==> config.mk <==
export PLATFORM = sky130hd
export DESIGN_NAME = lsf_framer
export DESIGN_NICKNAME = d
export VERILOG_FILES = /design/src/lsf_pkg.sv /design/src/lsf_framer.sv
export SDC_FILE = /design/constraint.sdc
export NUM_CORES = 1
export LEC_CHECK = 0
export BUFFER_PORTS_ARGS = -buffer_cell sky130_fd_sc_hd__buf_2
export CORE_ASPECT_RATIO = 0.75
export CORE_MARGIN = 2
export CORE_UTILIZATION = 34
export CTS_BUF_LIST = sky130_fd_sc_hd__clkbuf_16
export DETAILED_ROUTE_END_ITERATION = 8
export PLACE_DENSITY_LB_ADDON = 0.12
export SLEW_MARGIN = 20
export SYNTH_ARGS = -nofsm -noshare
export SYNTH_HDL_FRONTEND = slang
export SYNTH_SLANG_ARGS = --single-unit
export TNS_END_PERCENT = 1
==> constraint.sdc <==
create_clock -name clk_i -period 3.2 [get_ports clk_i]
set_input_delay 0.32 -clock clk_i [delete_from_list [all_inputs] [get_ports clk_i]]
set_output_delay 0.32 -clock clk_i [all_outputs]
set_load 0.02 [all_outputs]
==> src/lsf_pkg.sv <==
// constants and carrier types for the strobe framing block
package lsf_pkg;
  // ----------------------------------------------------------------
  // geometry
  // ----------------------------------------------------------------
  localparam int unsigned LSF_NBUS = 4;
  localparam int unsigned LSF_SW   = 12;
  localparam int unsigned LSF_FW   = 8;
  // ----------------------------------------------------------------
  // register byte offsets and word indices
  // ----------------------------------------------------------------
  localparam logic [7:0] LSF_ADR_FLEN = 8'h00;
  localparam logic [7:0] LSF_ADR_PAT  = 8'h04;
  localparam logic [7:0] LSF_ADR_LCTL = 8'h08;
  localparam logic [7:0] LSF_ADR_CSE  = 8'h0C;
  localparam logic [7:0] LSF_ADR_STAT = 8'h10;
  localparam logic [5:0] LSF_IDX_FLEN = LSF_ADR_FLEN[7:2];
  localparam logic [5:0] LSF_IDX_PAT  = LSF_ADR_PAT[7:2];
  localparam logic [5:0] LSF_IDX_LCTL = LSF_ADR_LCTL[7:2];
  localparam logic [5:0] LSF_IDX_CSE  = LSF_ADR_CSE[7:2];
  localparam logic [5:0] LSF_IDX_STAT = LSF_ADR_STAT[7:2];
  // ----------------------------------------------------------------
  // reset values and fields
  // ----------------------------------------------------------------
  localparam logic [7:0] LSF_RST_FLEN = 8'h08;
  localparam logic [1:0] LSF_RST_PAT  = 2'h0;
  localparam logic [7:0] LSF_RST_LCTL = 8'h00;
  localparam logic [7:0] LSF_RST_CSE  = 8'hFF;
  localparam int unsigned LSF_LC_SYNC = 4;
  localparam int unsigned LSF_CSE_DCK = 4;
  localparam int unsigned LSF_ST_GATE = 8;
  // ----------------------------------------------------------------
  // pattern and gate source codes
  // ----------------------------------------------------------------
  localparam logic [1:0] LSF_PAT_NORM = 2'h0;
  localparam logic [1:0] LSF_PAT_LSB  = 2'h2;
  localparam logic [1:0] LSF_PAT_ALL  = 2'h3;
  localparam logic [1:0] LSF_SRC_PIN  = 2'h0;
  localparam logic [1:0] LSF_SRC_SW   = 2'h1;
  localparam logic [1:0] LSF_SRC_TS   = 2'h2;
  localparam logic [11:0] LSF_ONES    = 12'hFFF;
  localparam logic [11:0] LSF_ZERO    = 12'h000;

  typedef enum logic {
    LSF_GATE_OFF = 1'b0,
    LSF_GATE_ON  = 1'b1
  } lsf_gate_e;

  typedef struct packed {
    logic [11:0] data;
    logic        strobe;
    logic        strobe_en;
    logic        dclk;
    logic        dclk_en;
  } lsf_bus_s;
endpackage

==> src/lsf_framer.sv <==
// frame strobe generator and pattern inserter for the sample buses
`timescale 1ns/1ps
// Contract
// - dedicated strobe high only on the last interval (seven at reset frame length)
// - buses C and D clock, strobe may switch off
// - pattern 2 puts strobe on bit zero
// - gate inactive sends full twelve-bit samples
// - gate source selectable, pin after reset
// - pattern 3 sends zeros then all ones
// - dedicated strobe ignores gate; samples still get the pattern while gate active
// - strobe high on last interval of frame
// - frame reference restarts the frame
// - strobe timed with bus data clock
// - per-bus strobe enable bits
module lsf_framer (
  input  wire logic                    clk_i,
  input  wire logic                    rst_i,
  input  wire logic [7:0]              wb_adr_i,
  input  wire logic [31:0]             wb_dat_i,
  input  wire logic [3:0]              wb_sel_i,
  input  wire logic                    wb_we_i,
  input  wire logic                    wb_cyc_i,
  input  wire logic                    wb_stb_i,
  output logic      [31:0]             wb_dat_o,
  output logic                         wb_ack_o,
  input  wire logic                    ui_clk_i,
  input  wire logic                    frame_ref_i,
  input  wire logic                    strobe_gate_pin_i,
  input  wire logic                    timestamp_i,
  input  wire logic [3:0][11:0]        sample_i,
  output lsf_pkg::lsf_bus_s [3:0]      bus_o
);
  import lsf_pkg::*;

  // ----------------------------------------------------------------
  // helpers
  // ----------------------------------------------------------------
  function automatic logic is_last(input logic [7:0] c,
                                   input logic [7:0] len);
    logic [7:0] top;
    top = (len == LSF_ZERO[7:0]) ? LSF_ZERO[7:0] : len - 8'h01;
    return c >= top;
  endfunction

  // ----------------------------------------------------------------
  // state
  // ----------------------------------------------------------------
  logic [7:0]       flen_reg, flen_next;
  logic [1:0]       pat_reg, pat_next;
  logic [7:0]       lctl_reg, lctl_next;
  logic [7:0]       cse_reg, cse_next;
  logic [31:0]      rdat_reg, rdat_next;
  logic             ack_reg, ack_next;
  logic [2:0]       ui_s_reg, ui_s_next;
  logic [2:0]       fr_s_reg, fr_s_next;
  logic [1:0]       gp_s_reg, gp_s_next;
  logic [1:0]       ts_s_reg, ts_s_next;
  logic [7:0]       cnt_reg, cnt_next;
  logic             last_reg, last_next;
  logic             pend_reg, pend_next;
  lsf_gate_e        gate_reg, gate_next;
  lsf_bus_s [3:0]   bus_reg, bus_next;
  logic             ui_tick;
  logic             fr_rise;
  logic             fr_any;
  logic             gate_src;

  assign wb_dat_o = rdat_reg;
  assign wb_ack_o = ack_reg;
  assign bus_o    = bus_reg;

  // ----------------------------------------------------------------
  // input synchronisers and edge finding
  // ----------------------------------------------------------------
  always_comb begin
    ui_s_next = {ui_s_reg[1:0], ui_clk_i};
    fr_s_next = {fr_s_reg[1:0], frame_ref_i};
    gp_s_next = {gp_s_reg[0], strobe_gate_pin_i};
    ts_s_next = {ts_s_reg[0], timestamp_i};
  end

  // each link clock edge opens a new unit interval (ddr)
  assign ui_tick = ui_s_reg[2] ^ ui_s_reg[1];
  assign fr_rise = fr_s_reg[1] & ~fr_s_reg[2];
  assign fr_any  = pend_reg | fr_rise;

  always_ff @(posedge clk_i) begin
    if (rst_i) begin
      ui_s_reg <= 3'h0;
      fr_s_reg <= 3'h0;
      gp_s_reg <= 2'h0;
      ts_s_reg <= 2'h0;
    end else begin
      ui_s_reg <= ui_s_next;
      fr_s_reg <= fr_s_next;
      gp_s_reg <= gp_s_next;
      ts_s_reg <= ts_s_next;
    end
  end

  // ----------------------------------------------------------------
  // wishbone register file
  // ----------------------------------------------------------------
  always_comb begin
    flen_next = flen_reg;
    pat_next  = pat_reg;
    lctl_next = lctl_reg;
    cse_next  = cse_reg;
    rdat_next = rdat_reg;
    ack_next  = wb_cyc_i & wb_stb_i & ~ack_reg;
    if (ack_next) begin
      rdat_next = 32'h0000_0000;
      case (wb_adr_i[7:2])
        LSF_IDX_FLEN: begin
          rdat_next[7:0] = flen_reg;
          if (wb_we_i && wb_sel_i[0]) begin
            flen_next = wb_dat_i[7:0];
          end
        end
        LSF_IDX_PAT: begin
          rdat_next[1:0] = pat_reg;
          if (wb_we_i && wb_sel_i[0]) begin
            pat_next = wb_dat_i[1:0];
          end
        end
        LSF_IDX_LCTL: begin
          rdat_next[7:0] = lctl_reg;
          if (wb_we_i && wb_sel_i[0]) begin
            lctl_next = wb_dat_i[7:0];
          end
        end
        LSF_IDX_CSE: begin
          rdat_next[7:0] = cse_reg;
          if (wb_we_i && wb_sel_i[0]) begin
            cse_next = wb_dat_i[7:0];
          end
        end
        LSF_IDX_STAT: begin
          rdat_next[7:0]       = cnt_reg;
          rdat_next[LSF_ST_GATE] = gate_reg;
        end
        default: begin
          rdat_next = 32'h0000_0000;
        end
      endcase
    end
  end

  always_ff @(posedge clk_i) begin
    if (rst_i) begin
      flen_reg <= LSF_RST_FLEN;
      pat_reg  <= LSF_RST_PAT;
      lctl_reg <= LSF_RST_LCTL;
      cse_reg  <= LSF_RST_CSE;
      rdat_reg <= 32'h0000_0000;
      ack_reg  <= 1'b0;
    end else begin
      flen_reg <= flen_next;
      pat_reg  <= pat_next;
      lctl_reg <= lctl_next;
      cse_reg  <= cse_next;
      rdat_reg <= rdat_next;
      ack_reg  <= ack_next;
    end
  end

  // ----------------------------------------------------------------
  // gate source select
  // ----------------------------------------------------------------
  always_comb begin
    case (lctl_reg[1:0])
      LSF_SRC_PIN: gate_src = gp_s_reg[1];
      LSF_SRC_SW:  gate_src = lctl_reg[LSF_LC_SYNC];
      LSF_SRC_TS:  gate_src = ts_s_reg[1];
      default:     gate_src = gp_s_reg[1];
    endcase
  end

  // ----------------------------------------------------------------
  // frame counter, gate and bus outputs
  // ----------------------------------------------------------------
  always_comb begin
    cnt_next  = cnt_reg;
    last_next = last_reg;
    pend_next = fr_any;
    gate_next = gate_reg;
    bus_next  = bus_reg;
    if (ui_tick) begin
      pend_next = 1'b0;
      if (fr_any) begin
        cnt_next = 8'h00;
      end else if (last_reg) begin
        cnt_next = 8'h00;
      end else begin
        cnt_next = cnt_reg + 8'h01;
      end
      last_next = is_last(cnt_next, flen_reg);
      if (cnt_next == 8'h00) begin
        gate_next = gate_src ? LSF_GATE_ON : LSF_GATE_OFF;
      end
      for (int b = 0; b < LSF_NBUS; b++) begin
        // strobe and clock leave with the data of the same interval
        bus_next[b].dclk_en   = cse_reg[LSF_CSE_DCK + b];
        bus_next[b].dclk      = ui_s_reg[1] & cse_reg[LSF_CSE_DCK + b];
        bus_next[b].strobe_en = cse_reg[b];
        bus_next[b].strobe    = last_next & cse_reg[b];
        bus_next[b].data      = sample_i[b];
        if (gate_next == LSF_GATE_ON) begin
          case (pat_reg)
            LSF_PAT_LSB: begin
              bus_next[b].data[0] = last_next;
            end
            LSF_PAT_ALL: begin
              bus_next[b].data = last_next ? LSF_ONES : LSF_ZERO;
            end
            default: begin
              bus_next[b].data = sample_i[b];
            end
          endcase
        end
      end
    end
  end

  always_ff @(posedge clk_i) begin
    if (rst_i) begin
      cnt_reg  <= 8'h00;
      last_reg <= 1'b0;
      pend_reg <= 1'b0;
      gate_reg <= LSF_GATE_OFF;
      bus_reg  <= '0;
    end else begin
      cnt_reg  <= cnt_next;
      last_reg <= last_next;
      pend_reg <= pend_next;
      gate_reg <= gate_next;
      bus_reg  <= bus_next;
    end
  end
endmodule

* Word level (Yosys, flattened, before mapping)
Index checks and enable logic that the tools add are counted.
Operators by class: add/subtract/negate cells 2, multipliers 0, div/mod/pow operators 0, order comparisons 1, equal/unequal tests 8, shift-type cells 0, multiplexer cells 24, bitwise logic cells 15, reduce and logical (&&, ||, !) cells 9
Operators by type and width (number):
- $mux W12 | 5
- $mux W11 | 4
- $mux W8 | 4
- $pmux W6 S4 | 1
- $logic_not A8 Y1 | 2
- $eq A6 B2 Y1 const B | 2
- $reduce_and A3 Y1 | 4
- $and A1 B1 Y1 | 11
- $pmux W1 S2 | 5
- $pmux W2 S5 | 1
- $add A8 B1 Y8 const B | 1
- $ge A8 B8 Y1 | 1
- $sub A8 B1 Y8 const B | 1
- $eq A2 B2 Y1 const B | 3
- $eq A6 B1 Y1 const B | 1
- $eq A6 B3 Y1 const B | 1
- $logic_not A6 Y1 | 1
- $mux W1 | 4
- $eq A2 B1 Y1 const B | 1
- $not A1 Y1 | 2
- $reduce_or A2 Y1 | 1
- $logic_and A1 B1 Y1 | 1
- $or A1 B1 Y1 | 1
- $xor A1 B1 Y1 | 1
Storage, ports and cells: register bits after elaboration 121, bits in latches 0, bits in writable memories 0, memory bits (read-only) 0, bits of input ports 101, logic and storage cells 93, memories kept 0

* Depth between registers and ports, before layout
depth in word-level cells 9, mapped depth 14, depth with buffers taken out 13

* Worst setup path before layout
OpenSTA, ideal clock, no wires.
kind reg-to-reg, start point register flen_reg[0], end point register bus_reg, in the netlist bus_o[10], library setup time 0.115 ns, arrival time 3.088 ns, data required time 3.085 ns, setup slack -0.003 ns, stages on the path, launching flop included 15, path buffers 1, cell sequence dfxtp_1 -> inv_1 -> ha_1 -> nor3b_1 -> nand3b_1 -> and2_1 -> ha_1 -> nand2b_1 -> a21o_1 -> a21o_1 -> a21oi_1 -> o21ai_1 -> o31ai_4 -> buf_6 -> o21ai_2
Between the ends: word-level cells in the longest chain between the ends 6
Ends and longest elaborated chain:
- start, declared | RTL line lsf_framer.sv:48 | logic [7:0] flen_reg, flen_next;
- start signal, assigned | RTL line lsf_framer.sv:158 | flen_reg <= flen_next;
- $sub A8 B1 Y8 or $logic_not A8 Y1 (tied branches) | RTL line lsf_framer.sv:41 | top = (len == LSF_ZERO[7:0]) ? LSF_ZERO[7:0] : len - 8'h01;
- $mux W8 (*) | RTL line lsf_framer.sv:41
- $ge A8 B8 Y1 (*) | RTL line lsf_framer.sv:42 | return c >= top;
- $mux W12 (*) | RTL line lsf_framer.sv:214 | bus_next[b].data = last_next ? LSF_ONES : LSF_ZERO;
- $mux W11 (*) | RTL line lsf_framer.sv:209 | case (pat_reg)
- $mux W12 (*) | RTL line lsf_framer.sv:208 | if (gate_next == LSF_GATE_ON) begin
- end signal, assigned | RTL line lsf_framer.sv:237 | bus_reg <= bus_next;
- end, declared | RTL line lsf_framer.sv:62 | lsf_bus_s [3:0] bus_reg, bus_next;
Mark *: on every way between the ends. The rest lies on a longest branch, timed or not. A chain may end at the register's enable or synchronous reset.

* Worst setup path after layout
start point register flen_reg[0], end point register bus_reg, in the netlist bus_o[55]
The elaborated chain is that of the path after synthesis.

==> out/metrics.cfg <==
[yosys]
synth-edff-count = 0
yosysTopAreaCellShare_pct = 44.1
ys.warnings.count = 0
synthArstFlopShare_pct = 0
ys_ff_latch = 121
netlist_area_sq_um = 5490
synth.distinct_cells = 55
syn_inst = 647
yosysSeqAreaShare_pct = 44.1
yosysTopAreaCell = dfxtp_1
syn_avg_cell_area_sq_um = 8.48
synth_area_leaders = dfxtp_1 44%, nand2_1 7.7%, o21ai_2 6.4%, nor2_1 6.2%, a21oi_1 3.7%
yosys_most_used_dff = dfxtp_1

[clock_tree]
clock_sinks = 121
cts_buffer_depth = 2
clkLatencyLatePin_ps = 420
cts_root_buf = clkbuf_16
h-tree-depth = 4
clk_pin_slew_worst_paths_ps = 60
cts_tree = done
cts-buffers-inserted = 17
cts_hold_buf = 0

[sta]
setup_viol = 0
finalHoldViolations = 0
fin_hold_ws_ps = 114
fin_crit_sh_pct = 91.5
rsz0062_at_grt = false
worst_slew_pin_slew_ps = 775
timing.final.max_slew_violations = 0
fmax_mhz = 341
fin_tns_setup_ps = 0
slew_headroom_pct = 48.2
finalCriticalPeriod_ps = 2930
finClkSkew_ps = 8.77

[drt]
wirelength_um = 14700
first_iter_violations = 341
firstDrtPassIters = 5
viasPerCell = 4.78
ant_nets = 0
num_vias = 4847
wire_per_inst_um = 14.4
drc_errors = 0

[run_status]
status = finished, final reports clean

[cells_and_area]
final_common_cell = buf_2
fin_area_sq_um = 7030
nets = 904
final_util_pct = 44.2
areaGrowthSynthToFinish_pct = 28.2
fillerInstances = 1618
drive_above_1_share_pct = 31.7
largest_reg_flops = 64
num_antenna_cells = 0
final_cell_mix = 145 x buf_2, 121 x dfxtp_1, 112 x nand2_1

[worst_setup_path]
critPathKind = flip-flop to flip-flop
worst_setup_path_start_kind = flip-flop
cp.required_ps = 3510
cp-end-kind = flip-flop
path_max_fanout = 20
worst-r2r-cell-count = 15
cp.arrival_ps = 3240
r2r_slack_ps = 270
reg2reg_from = flen_reg[0]
r2r_end = bus_o[55]

[placement]
placed_area_sq_um = 6380
port_buffers = 145
gp_congestion = 0.816
hpwl_um = 10600

[global_routing]
grt_overflow = 0
grt_usage_pct = 17.5
grt_max_degree = 59
antenna_found_initial = 0
grt_pass1_vias = 4650
grt_pass1_wl_um = 23500

[floorplan]
fp.dieW_um = 151
die_area_sq_um = 17200
io_pins = 198
chipHeight_um = 114
coreArea_sq_um = 15900
initial_core_util_pct = 34.5
num_rows = 40

[pwr]
leakage_nw = 3.05
power.density_nw_per_um2 = 565
ir_drop_mv = 0.363

[worst_hold_path]
hold_class = input pin to flip-flop
whs_path_depth = 2
holdCritStartpoint = strobe_gate_pin_i
whs_endpoint = gp_s_reg[0]

[job]
cap_violations = 0

==> worst max-delay path by stage <==
stage,from,to,slack (ps),cells after the start
after floorplan,flen_reg[0],bus_o[10],180,14
after global placement,flen_reg[0],bus_o[55],110,14
after detailed placement,flen_reg[0],bus_o[55],30,14
after CTS,flen_reg[0],bus_o[55],7,14
after global routing,flen_reg[0],bus_o[53],30,15
final,flen_reg[0],bus_o[55],270,15
==> layout make-up <==
type | instances | area, sq um | share of cell area (%)
clock buffer | 17 | 425 | 6.05
clock inverter | 15 | 198 | 2.81
inverter | 6 | 22.5 | 0.320
multi-input combinational | 477 | 2780 | 39.5
sequential | 121 | 2420 | 34.4
tap | 210 | 263 | 3.74
timing repair buffer | 168 | 923 | 13.1
==> routing by layer <==
metal	part of all wire [%]	track usage [%]	wire length [um]
met1	48	23.8	6960
met2	46	27.6	6800
met3	4.9	4.08	717
met4	1.2	5.98	172
met5	0	0	0
==> Yosys cell counts, drive strengths merged, types with 5 or more instances <==
master and instances:
a211o 8, a21oi 41, a222oi 6, a22oi 5, a31oi 5, buf 39, clkbuf 26, dfxtp 121
ha 12, inv 6, mux2 6, mux2i 12, nand2 112, nand2b 7, nand3 16, nor2 92
nor2b 19, o21ai 50, xnor2 5, xor2 8
==> report_power, final <==
group          switching [mW]  leakage (nW)  internal, mW
registers              0.0254         0.984          1.56
logic                   0.232          1.77         0.129
clock network           0.731         0.297          1.30
total                   0.988          3.05          2.99
==> timing repair <==
item / 4_1_cts / 5_1_grt
setup endpoints to repair: 0 / 45
resized for setup: 0 / 2
endpoints found under the hold margin: 0 / 0
buffers inserted: 0 / 3
==> kinds of logic (layout without fill, tap and decap cells) <==
kind of cell | count (synthesis) | in the layout | share of synthesized area [%]
other cells | 1 | 23 | 0.0683
compound gates | 136 | 136 | 18.0
xor+xnor | 13 | 13 | 2.07
fa+ha+maj | 12 | 12 | 2.74
flops | 121 | 121 | 44.1
simple gates | 275 | 275 | 22.2
buf+inv | 71 | 206 | 7.34
mux | 18 | 18 | 3.42
==> metrics by stage <==
step	setup slack (ps)	cells	total power, mW
final	271	1014	3.98
after global routing	25.8	1014	4.13
after CTS	6.70	1011	4.02
after detailed placement	27.0	979	1.98
after global placement	109	979	1.97
after floorplan	185	669	1.86
==> critical path: stages (launching register included) <==
cell	delay [ps]
dfxtp_1	350
inv_1	90
ha_1	180
nor3b_4	200
nand3b_1	130
and2_1	190
ha_1	250
nand2b_1	140
a21o_1	170
a21o_1	170
a21oi_1	160
o21ai_1	140
o31ai_4	200
buf_4	160
buf_12	170
o21ai_0	100
No activity file was read; power rests on OpenSTA's default activity.
